<file path="config.mk">
export PLATFORM = sky130hd
export DESIGN_NAME = nps_host
export DESIGN_NICKNAME = d
export VERILOG_FILES = /design/src/include/nps_pkg.sv /design/src/include/nps_bus_if.sv /design/src/nps_strobe.sv /design/src/nps_host.sv
export SDC_FILE = /design/constraint.sdc
export NUM_CORES = 1
export LEC_CHECK = 0
export CORE_MARGIN = 4
export CORE_UTILIZATION = 25
export DETAILED_ROUTE_END_ITERATION = 10
export DONT_BUFFER_PORTS = 1
export GPL_TIMING_DRIVEN = 0
export SKIP_CTS_REPAIR_TIMING = 1
export SYNTH_ARGS = -nofsm -noshare
export SYNTH_HDL_FRONTEND = slang
export SYNTH_SLANG_ARGS = --single-unit
</file>
<file path="constraint.sdc">
create_clock -name sys_clk -period 4.75 [get_ports sys_clk]
set_clock_uncertainty 0.05 [all_clocks]
set_input_delay 0.7125 -clock sys_clk [delete_from_list [all_inputs] [get_ports sys_clk]]
set_output_delay 0.7125 -clock sys_clk [all_outputs]
set_load 0.02 [all_outputs]
</file>
<file path="src/include/nps_pkg.sv">
package nps_pkg;
  // ==========================================================
  // command codes
  localparam logic [7:0] CMD_LOAD1 = 8'h80;
  localparam logic [7:0] CMD_DUMMY = 8'h11;
  localparam logic [7:0] CMD_LOAD2 = 8'h81;
  localparam logic [7:0] CMD_PROG = 8'h10;
  localparam logic [7:0] CMD_ESETUP = 8'h60;
  localparam logic [7:0] CMD_ECONF = 8'hd0;
  localparam logic [7:0] CMD_STATUS = 8'h70;
  localparam logic [7:0] CMD_ID = 8'h90;
  localparam logic [7:0] CMD_RESET = 8'hff;
  localparam logic [7:0] ID_ADDR = 8'h00;
  // ==========================================================
  // address, status bit and transfer length layout
  localparam int COL_W = 12;
  localparam int ROW_W = 19;
  localparam int LEN_W = 13;
  localparam int PLANE_BIT = 7;
  localparam int FAIL_BIT = 0;
  localparam int READY_BIT = 6;
  localparam logic [2:0] AIDX_ROW0 = 3'h2;
  localparam logic [2:0] ID_BYTES = 3'h5;
  localparam logic [2:0] ONE_BYTE = 3'h1;
  localparam logic [LEN_W-1:0] PAGE_PAIR_MAX = 13'h1080;
  // ==========================================================
  // timing
  localparam int CLK_NS = 100;
  localparam int POR_NS = 10000;
  localparam int TWB_NS = 100;
  localparam int POR_CYC = (POR_NS + CLK_NS - 1) / CLK_NS;
  localparam int TWB_CYC = (TWB_NS + CLK_NS - 1) / CLK_NS;
  // ==========================================================
  // types
  typedef enum logic [2:0] {OP_PROG2, OP_ERASE1, OP_ERASE2, OP_STATUS, OP_ID,
                            OP_RESET} nps_op_e;
  typedef enum logic [1:0] {K_CMD, K_ADDR, K_WDAT, K_RDAT} nps_kind_e;
  typedef enum logic [2:0] {A_CMD, A_ADDR, A_DATA, A_READ, A_WAIT, A_END} nps_act_e;
  typedef enum logic [1:0] {PL_RAW, PL_LO, PL_HI} nps_plane_e;
endpackage

</file>
<file path="src/include/nps_bus_if.sv">
`timescale 1ns/100ps
interface nps_bus_if;
  import nps_pkg::*;
  logic req;
  nps_kind_e kind;
  logic [7:0] wbyte;
  logic idle;
  logic done;
  logic [7:0] rbyte;
  modport ctrl (output req, kind, wbyte, input idle, done, rbyte);
  modport eng (input req, kind, wbyte, output idle, done, rbyte);
endinterface

</file>
<file path="src/nps_strobe.sv">
`timescale 1ns/100ps
module nps_strobe (
  // clock and reset
  input wire logic sys_clk,
  input wire logic nrst,
  // sequencer side
  nps_bus_if.eng bus,
  // flash pins
  output logic cle,
  output logic ale,
  output logic we_n,
  output logic output_strobe_n,
  output logic [7:0] io_out,
  output logic io_oe,
  input wire logic [7:0] io_in
);
  import nps_pkg::*;
  // ==========================================================
  // one bus cycle: setup, strobe low, strobe high
  typedef enum logic [1:0] {S_IDLE, S_SETUP, S_LOW, S_HIGH} nps_sst_e;
  nps_sst_e st_r, st_nxt;
  nps_kind_e kind_r, kind_nxt;
  logic [7:0] io_r, io_nxt, rb_r, rb_nxt;
  logic cle_r, cle_nxt, ale_r, ale_nxt, we_r, we_nxt, ostb_r, ostb_nxt, oe_r, oe_nxt;

  always_comb begin
    st_nxt = st_r;
    kind_nxt = kind_r;
    io_nxt = io_r;
    rb_nxt = rb_r;
    cle_nxt = cle_r;
    ale_nxt = ale_r;
    we_nxt = we_r;
    ostb_nxt = ostb_r;
    oe_nxt = oe_r;
    unique case (st_r)
      S_IDLE: begin
        if (bus.req) begin
          st_nxt = S_SETUP;
          kind_nxt = bus.kind;
          io_nxt = bus.wbyte;
          cle_nxt = (bus.kind == K_CMD);
          ale_nxt = (bus.kind == K_ADDR);
          oe_nxt = (bus.kind != K_RDAT);
        end
      end
      S_SETUP: begin
        st_nxt = S_LOW;
        if (kind_r == K_RDAT) begin
          ostb_nxt = 1'b0;
        end else begin
          we_nxt = 1'b0;
        end
      end
      S_LOW: begin
        st_nxt = S_HIGH;
        we_nxt = 1'b1;
        ostb_nxt = 1'b1;
        if (kind_r == K_RDAT) begin
          rb_nxt = io_in;
        end
      end
      S_HIGH: begin
        st_nxt = S_IDLE;
        cle_nxt = 1'b0;
        ale_nxt = 1'b0;
        oe_nxt = 1'b0;
      end
    endcase
  end

  always_ff @(posedge sys_clk or negedge nrst) begin
    if (!nrst) begin
      st_r <= S_IDLE;
      kind_r <= K_CMD;
      io_r <= 8'h00;
      rb_r <= 8'h00;
      cle_r <= 1'b0;
      ale_r <= 1'b0;
      we_r <= 1'b1;
      ostb_r <= 1'b1;
      oe_r <= 1'b0;
    end else begin
      st_r <= st_nxt;
      kind_r <= kind_nxt;
      io_r <= io_nxt;
      rb_r <= rb_nxt;
      cle_r <= cle_nxt;
      ale_r <= ale_nxt;
      we_r <= we_nxt;
      ostb_r <= ostb_nxt;
      oe_r <= oe_nxt;
    end
  end

  assign bus.idle = (st_r == S_IDLE);
  assign bus.done = (st_r == S_HIGH);
  assign bus.rbyte = rb_r;
  assign cle = cle_r;
  assign ale = ale_r;
  assign we_n = we_r;
  assign output_strobe_n = ostb_r;
  assign io_out = io_r;
  assign io_oe = oe_r;

  // ==========================================================
  // checks
  latch_excl_a: assert property (@(posedge sys_clk) disable iff (!nrst)
    !(cle && ale)) else $error("both latch enables high");
  write_edge_a: assert property (@(posedge sys_clk) disable iff (!nrst)
    $rose(we_n) |-> output_strobe_n && io_oe && $past(io_oe, 2))
    else $error("bad write cycle");
  read_pulse_a: assert property (@(posedge sys_clk) disable iff (!nrst)
    $fell(output_strobe_n) |-> !cle && !ale && we_n && !io_oe ##1 output_strobe_n)
    else $error("bad read pulse");
endmodule

</file>
<file path="src/nps_host.sv">
`timescale 1ns/100ps
module nps_host #(
  parameter logic [nps_pkg::LEN_W-1:0] PAGE_MAX = nps_pkg::PAGE_PAIR_MAX
) (
  // clock and reset
  input wire logic sys_clk,
  input wire logic nrst,
  // operation request
  input wire logic op_valid,
  input wire nps_pkg::nps_op_e op_code,
  input wire logic [nps_pkg::ROW_W-1:0] op_row,
  input wire logic [nps_pkg::COL_W-1:0] op_col,
  input wire logic [nps_pkg::LEN_W-1:0] op_len,
  output logic op_ready,
  // write data stream
  input wire logic [7:0] wr_data,
  input wire logic wr_valid,
  output logic wr_ready,
  // read data and result
  output logic [7:0] rd_data,
  output logic rd_valid,
  output logic op_done,
  output logic [7:0] status_byte,
  output logic op_fail,
  // flash pins
  output logic ce_n,
  output logic cle,
  output logic ale,
  output logic we_n,
  output logic output_strobe_n,
  output logic wp_n,
  output logic [7:0] io_out,
  output logic io_oe,
  input wire logic [7:0] io_in,
  input wire logic rb_n
);
  import nps_pkg::*;
  localparam int PW = $clog2(POR_CYC + 1);

  typedef enum logic [1:0] {M_POR, M_IDLE, M_RUN} nps_mst_e;
  nps_bus_if bus ();

  nps_mst_e st_r, st_nxt;
  nps_op_e op_r, op_nxt;
  logic [ROW_W-1:0] row_r, row_nxt;
  logic [COL_W-1:0] col_r, col_nxt;
  logic [LEN_W-1:0] len_r, len_nxt, cnt_r, cnt_nxt;
  logic [4:0] step_r, step_nxt;
  logic [PW-1:0] por_r, por_nxt;
  logic [7:0] rd_r, rd_nxt, stat_r, stat_nxt;
  logic rdv_r, rdv_nxt, done_r, done_nxt, dummy_r, dummy_nxt;

  // ==========================================================
  // step decode
  nps_act_e act;
  logic [7:0] val;
  logic [2:0] aidx, rlen;
  nps_plane_e plane;

  always_comb begin
    act = A_END;
    val = 8'h00;
    aidx = 3'h0;
    rlen = ONE_BYTE;
    plane = PL_RAW;
    unique case (op_r)
      OP_PROG2: begin
        unique case (step_r)
          5'd0: begin act = A_CMD; val = CMD_LOAD1; end
          5'd1, 5'd2, 5'd3, 5'd4, 5'd5: begin
            act = A_ADDR; aidx = 3'(step_r - 5'd1); plane = PL_LO;
          end
          5'd6, 5'd15: act = A_DATA;
          5'd7: begin act = A_CMD; val = CMD_DUMMY; end
          5'd8, 5'd17: act = A_WAIT;
          5'd9: begin act = A_CMD; val = CMD_LOAD2; end
          5'd10, 5'd11, 5'd12, 5'd13, 5'd14: begin
            act = A_ADDR; aidx = 3'(step_r - 5'd10); plane = PL_HI;
          end
          5'd16: begin act = A_CMD; val = CMD_PROG; end
          5'd18: begin act = A_CMD; val = CMD_STATUS; end
          5'd19: act = A_READ;
          default: act = A_END;
        endcase
      end
      OP_ERASE1: begin
        unique case (step_r)
          5'd0: begin act = A_CMD; val = CMD_ESETUP; end
          5'd1, 5'd2, 5'd3: begin act = A_ADDR; aidx = 3'(step_r + 5'd1); end
          5'd4: begin act = A_CMD; val = CMD_ECONF; end
          5'd5: act = A_WAIT;
          5'd6: begin act = A_CMD; val = CMD_STATUS; end
          5'd7: act = A_READ;
          default: act = A_END;
        endcase
      end
      OP_ERASE2: begin
        unique case (step_r)
          5'd0, 5'd4: begin act = A_CMD; val = CMD_ESETUP; end
          5'd1, 5'd2, 5'd3: begin
            act = A_ADDR; aidx = 3'(step_r + 5'd1); plane = PL_LO;
          end
          5'd5, 5'd6, 5'd7: begin
            act = A_ADDR; aidx = 3'(step_r - 5'd3); plane = PL_HI;
          end
          5'd8: begin act = A_CMD; val = CMD_ECONF; end
          5'd9: act = A_WAIT;
          5'd10: begin act = A_CMD; val = CMD_STATUS; end
          5'd11: act = A_READ;
          default: act = A_END;
        endcase
      end
      OP_STATUS: begin
        unique case (step_r)
          5'd0: begin act = A_CMD; val = CMD_STATUS; end
          5'd1: act = A_READ;
          default: act = A_END;
        endcase
      end
      OP_ID: begin
        unique case (step_r)
          5'd0: begin act = A_CMD; val = CMD_ID; end
          5'd1: begin act = A_ADDR; aidx = 3'h5; end
          5'd2: begin act = A_READ; rlen = ID_BYTES; end
          default: act = A_END;
        endcase
      end
      OP_RESET: begin
        unique case (step_r)
          5'd0: begin act = A_CMD; val = CMD_RESET; end
          5'd1: act = A_WAIT;
          default: act = A_END;
        endcase
      end
      default: act = A_END;
    endcase
  end

  // ==========================================================
  // address byte with plane bit forced
  logic [23:0] row24;
  logic [15:0] col16;
  logic [7:0] abyte;

  always_comb begin
    row24 = 24'(row_r);
    col16 = 16'(col_r);
    if (plane == PL_LO) begin
      row24[PLANE_BIT] = 1'b0;
    end else if (plane == PL_HI) begin
      row24[PLANE_BIT] = 1'b1;
    end
    unique case (aidx)
      3'h0: abyte = col16[7:0];
      3'h1: abyte = col16[15:8];
      3'h2: abyte = row24[7:0];
      3'h3: abyte = row24[15:8];
      3'h4: abyte = row24[23:16];
      default: abyte = ID_ADDR;
    endcase
  end

  // ==========================================================
  // bus requests
  logic bus_act;
  assign bus_act = (act == A_CMD) || (act == A_ADDR) || (act == A_READ) ||
                   ((act == A_DATA) && wr_valid);
  assign bus.req = (st_r == M_RUN) && bus_act && bus.idle;
  assign wr_ready = bus.req && (act == A_DATA);

  always_comb begin
    bus.kind = K_CMD;
    bus.wbyte = val;
    unique case (act)
      A_ADDR: begin bus.kind = K_ADDR; bus.wbyte = abyte; end
      A_DATA: begin bus.kind = K_WDAT; bus.wbyte = wr_data; end
      A_READ: bus.kind = K_RDAT;
      default: bus.kind = K_CMD;
    endcase
  end

  // ==========================================================
  // sequencer
  always_comb begin
    st_nxt = st_r;
    op_nxt = op_r;
    row_nxt = row_r;
    col_nxt = col_r;
    len_nxt = len_r;
    cnt_nxt = cnt_r;
    step_nxt = step_r;
    por_nxt = por_r;
    rd_nxt = rd_r;
    stat_nxt = stat_r;
    rdv_nxt = 1'b0;
    done_nxt = 1'b0;
    dummy_nxt = dummy_r;
    unique case (st_r)
      M_POR: begin
        if (por_r == PW'(POR_CYC)) begin
          st_nxt = M_IDLE;
        end else begin
          por_nxt = por_r + PW'(1);
        end
      end
      M_IDLE: begin
        if (op_valid) begin
          st_nxt = M_RUN;
          op_nxt = op_code;
          row_nxt = op_row;
          col_nxt = op_col;
          len_nxt = (op_len > PAGE_MAX) ? PAGE_MAX : op_len;
          step_nxt = 5'd0;
          cnt_nxt = '0;
          dummy_nxt = 1'b0;
        end
      end
      M_RUN: begin
        unique case (act)
          A_CMD, A_ADDR: begin
            if (bus.done) begin
              step_nxt = step_r + 5'd1;
              if (val == CMD_DUMMY && act == A_CMD) begin
                dummy_nxt = 1'b1;
              end
            end
          end
          A_DATA, A_READ: begin
            if (bus.done) begin
              if (act == A_READ) begin
                rd_nxt = bus.rbyte;
                rdv_nxt = 1'b1;
                if (op_r != OP_ID) begin
                  stat_nxt = bus.rbyte;
                end
              end
              if (cnt_r + LEN_W'(1) >= ((act == A_DATA) ? len_r : LEN_W'(rlen))) begin
                step_nxt = step_r + 5'd1;
                cnt_nxt = '0;
              end else begin
                cnt_nxt = cnt_r + LEN_W'(1);
              end
            end
          end
          A_WAIT: begin
            if (cnt_r < LEN_W'(TWB_CYC)) begin
              cnt_nxt = cnt_r + LEN_W'(1);
            end else if (rb_n) begin
              step_nxt = step_r + 5'd1;
              cnt_nxt = '0;
            end
          end
          default: begin
            st_nxt = M_IDLE;
            done_nxt = 1'b1;
          end
        endcase
      end
      default: st_nxt = M_IDLE;
    endcase
  end

  always_ff @(posedge sys_clk or negedge nrst) begin
    if (!nrst) begin
      st_r <= M_POR;
      op_r <= OP_STATUS;
      row_r <= '0;
      col_r <= '0;
      len_r <= '0;
      cnt_r <= '0;
      step_r <= 5'd0;
      por_r <= '0;
      rd_r <= 8'h00;
      stat_r <= 8'h00;
      rdv_r <= 1'b0;
      done_r <= 1'b0;
      dummy_r <= 1'b0;
    end else begin
      st_r <= st_nxt;
      op_r <= op_nxt;
      row_r <= row_nxt;
      col_r <= col_nxt;
      len_r <= len_nxt;
      cnt_r <= cnt_nxt;
      step_r <= step_nxt;
      por_r <= por_nxt;
      rd_r <= rd_nxt;
      stat_r <= stat_nxt;
      rdv_r <= rdv_nxt;
      done_r <= done_nxt;
      dummy_r <= dummy_nxt;
    end
  end

  assign op_ready = (st_r == M_IDLE);
  assign rd_data = rd_r;
  assign rd_valid = rdv_r;
  assign op_done = done_r;
  assign status_byte = stat_r;
  assign op_fail = stat_r[FAIL_BIT];
  assign ce_n = (st_r != M_RUN);
  assign wp_n = (st_r != M_POR);

  nps_strobe u_strobe (
    .sys_clk(sys_clk),
    .nrst(nrst),
    .bus(bus),
    .cle(cle),
    .ale(ale),
    .we_n(we_n),
    .output_strobe_n(output_strobe_n),
    .io_out(io_out),
    .io_oe(io_oe),
    .io_in(io_in)
  );

  // ==========================================================
  // checks
  por_quiet_a: assert property (@(posedge sys_clk) disable iff (!nrst)
    (st_r == M_POR) |-> !bus.req && !wp_n) else $error("activity during power-up");
  busy_quiet_a: assert property (@(posedge sys_clk) disable iff (!nrst)
    (st_r == M_RUN && act == A_WAIT && !rb_n) |=> (act == A_WAIT) && !bus.req)
    else $error("command while busy");
  plane_low_a: assert property (@(posedge sys_clk) disable iff (!nrst)
    (bus.req && op_r == OP_PROG2 && step_r == 5'd3) |-> !bus.wbyte[PLANE_BIT])
    else $error("first page not in first plane");
  plane_high_a: assert property (@(posedge sys_clk) disable iff (!nrst)
    (bus.req && op_r == OP_PROG2 && step_r == 5'd12) |-> bus.wbyte[PLANE_BIT])
    else $error("second page not in second plane");
  second_load_a: assert property (@(posedge sys_clk) disable iff (!nrst)
    (bus.req && bus.kind == K_CMD && bus.wbyte == CMD_LOAD2) |-> dummy_r && $past(rb_n))
    else $error("81h without completed 11h");
endmodule

</file>
==> summary.txt <==
Drt
  • Post-Route WL: between 20 and 25 mm
  • Final ANT Viol Nets: 0
  • Avg WL per Cell: around 19 um
  • DRC Markers: 0
  • Count of TritonRoute iterations in the first routing pass: 5
  • Via count: 5803
  • Vias per cell: between 5 and 6
  • Number of DRC markers in iteration 0: about 380

Flow run
  • MaxCap Viol Count: 0

Placed design
  • Hpwl dp: 15.6 mm
  • DP Worst Slack: -1260 ps
  • Port buffer count: 0
  • Placed cell areas: around 0.0077 mm^2
  • RD Place Congestion: roughly 0.98
  • Placed cells: roughly 1100

Status
  • Status: completed

Setup path
  • Element type at the critical path start: flip-flop
  • CP Class: reg2reg
  • Worst path required time: 5000 ps
  • CP Data Arrival Time: 4870 ps
  • Max incr delay on CP: 460 ps
  • CP max-delay cell: dfrtp_2
  • Crit-path cells: inv_2 > ha_4 > clkbuf_4 > nor3_1 > o31a_1 > a32oi_1 > o211ai_1 > or2_4 > nor3_4 > buf_12 > buf_6 > nand2_1 > ha_1 > a211o_1 > o211ai_1 > a211oi_2 > a211oi_2 > a22o_1 > mux2i_4 > nor2b_2 > mux2_2
  • Worst Path Max Fanout: 10
  • Critical Path End Type: flip-flop

Floorplan
  • Initial Util: 25.6%
  • Die width: 177 um
  • Number of top-level pins: about 100
  • Chip height: between 150 and 200 um
  • Num rows: 61
  • Core Box Area: ~0.028 mm^2
  • Die ar.: around 0.031 mm^2

STA
  • Final worst-path cycle share: between 90 and 100%
  • Crit path time final: roughly 4600 ps
  • Worst-Margin Slew: just over 900 ps
  • Final setup vio count: 0
  • Setup WS post-layout: around 130 ps
  • Final hold vios: 0
  • Max-slew violation count: 0
  • Slew headroom: 38.9%
  • Max Fclk: around 0.22 GHz
  • WHS: about 84 ps

Synthesis
  • Post-synth EDFFs: 0
  • Synth Area in Adders: 5.40%
  • Post-Syn Instances: between 700 and 800
  • Post-synthesis cell type count: 75
  • Async S/R FF share, synth: 100%
  • Yosys warns: 0
  • Post-synthesis mux area share: between 10% and 20%
  • Sequential fraction of the synthesis area: between 40% and 50%
  • Largest family of logic cells by synthesized area: compound AO/OA/AOI/OAI gates
  • Simple-gate area share of the yosys netlist: between 15 and 20%
  • Synthesized Nets: 800
  • Register bit total from synthesis: about 120
  • Synth Area in Compound Gates: roughly 18%
  • Synth Area in XOR/XNOR: under 10%
  • Post-synth top flop: dfrtp_1
  • Post-Syn Area: 0.00718 mm^2
  • Synth Area per Inst: 10.2 um^2

Clock network
  • H-tree depth: 4
  • Total clock sinks: ~120
  • Clock transition at path regs: ~60 ps
  • Max clock buf depth: 2
  • Root buf cell: clkbuf_16
  • Clock latency on the worst-skew pair: approximately 420 ps
  • CTS tree: yes
  • Cts bufs inserted: 17

Global route
  • Initial antenna violation count: 0
  • Gr busiest metal: met2
  • GRT Overall Usage: between 10 and 15%
  • Grt ovf: 0
  • M1 GR Usage: roughly 18%
  • M3 GR Usage: under 10%
  • Vias in the first global route: slightly below 6000
  • Pin count of the biggest net entering global routing: roughly 120
  • Global-route wire length before repair: ~34 mm
  • GR Util met2: a little over a fifth

Hold path
  • Hold crit path type: in2async

Layout
  • Share of layout cells above drive strength 1: 24.6%
  • Most frequent cells in the layout: 110 x dfrtp_1, 57 x mux2_2, 41 x nand2_1
  • Most common cell after layout, fill and taps aside: dfrtp_1
  • Final nets: approximately 840
  • Area Overhead vs Synth: 20.5%
  • Final instance area: ~0.0086 mm^2
  • FILL cells: just under 3000
  • Post-Layout Cell Count: around 1100

Power
  • Peak supply drop: approximately 0.37 mV
  • Leakage power: approximately 3.7 nW
  • Total power: ~5.5 mW
  • Power Density: between 600 and 700 mW/mm^2
-- power breakdown --
group / switching (mW) / internal (mW)
clock: 0.494 / 0.908
combinational: 1.35 / 1.05
sequential: 0.325 / 1.36
-- kinds of logic after synthesis --
kind of cell / after synthesis
fa+ha+maj: 31
simple gates: 200
xor+xnor: 15
mux: 84
flops: 117
compound gates: 176
buf+inv: 78
-- area by class of cell --
cell class	instances	area (um^2)	share of cell area [%]
clock inverters	11	174	2.01
multi-input cells	506	4030	46.5
well taps	378	473	5.47
inverters	36	138	1.59
flip-flops and latches	117	2940	34.0
plain buffers	39	241	2.79
clock buffers	21	460	5.32
diodes	2	5.00	0.0579
repair buffers	22	195	2.26
-- state kept, by name, indices dropped and copies added, names as in the netlist, 2 cells and up --
signal and cells:
u_strobe.io_out 8, status_byte 8, por_r 7, col_r 12
len_r 13, u_strobe.kind_r 2, row_r 19, st_r 2
u_strobe.st_r 2, u_strobe.bus.rbyte 8, cnt_r 13, step_r 5
rd_data 8, op_r 3
-- through the flow --
stage                     setup TNS, ps  util [%]
after floorplan                   -3.54         -
after global placement           -19560      27.3
after detailed placement         -21320      27.3
after CTS                        -22350      29.5
after global routing              -26.2      30.8
final                                 0      30.8
-- critical path, delay by kind of cell, from the launching register on --
kind            cells  cell delay [ps]
compound gates      8             1630
simple gates        5              910
fa+ha+maj           2              470
mux                 2              370
flops               1              460
buf+inv             4              610
-- synthesized netlist by cell type (all sizes together) (5+ instances only) --
cell	instances	area, um^2
a211o	6	52.6
a21boi	5	48.8
a21o	6	45.0
a21oi	23	115
a22o	14	123
a2bb2oi	8	70.1
a31oi	9	56.3
and2	6	37.5
and3	9	56.3
buf	19	131
clkbuf	23	86.3
dfrtp	113	2830
ha	31	388
inv	36	135
mux2	67	754
mux2i	17	170
nand2	42	165
nand2b	7	43.8
nand3	23	115
nand3b	7	52.6
nand4	13	81.3
nor2	30	115
nor2b	8	50.1
nor3	14	80.1
nor3b	6	45.0
nor4	9	86.3
nor4bb	5	50.1
o2111ai	8	76.3
o211ai	15	128
o21ai	40	200
o221ai	5	67.6
or2	8	52.6
or3	6	37.5
xnor2	13	114
-- per-layer routing --
metal / up-vias / part of all wire, %
met1: 2867 / 45
met3: 41 / 6.7
li1: 2700 / -
met5: - / 0
met2: 195 / 46
met4: 0 / 2.2
-- final timing paths --
| check | endpoint | start | cells after the start | slack, ps |
|---|---|---|---|---|
| hold reg to reg | por_r[6] | por_r[6] | 1 | 420 |
| setup / recovery | step_r[0] | step_r[1] | 21 | 130 |
| hold / removal | u_strobe.output_strobe_n | nrst | 0 | 80 |
| min in group sys_clk | len_r[9] | op_len[9] | 1 | 370 |
| max in group asynchronous | step_r[2] | nrst | 1 | 3910 |
| setup reg to reg | step_r[0] | step_r[1] | 21 | 130 |
Note: power is estimated with default switching activity, not from simulation.
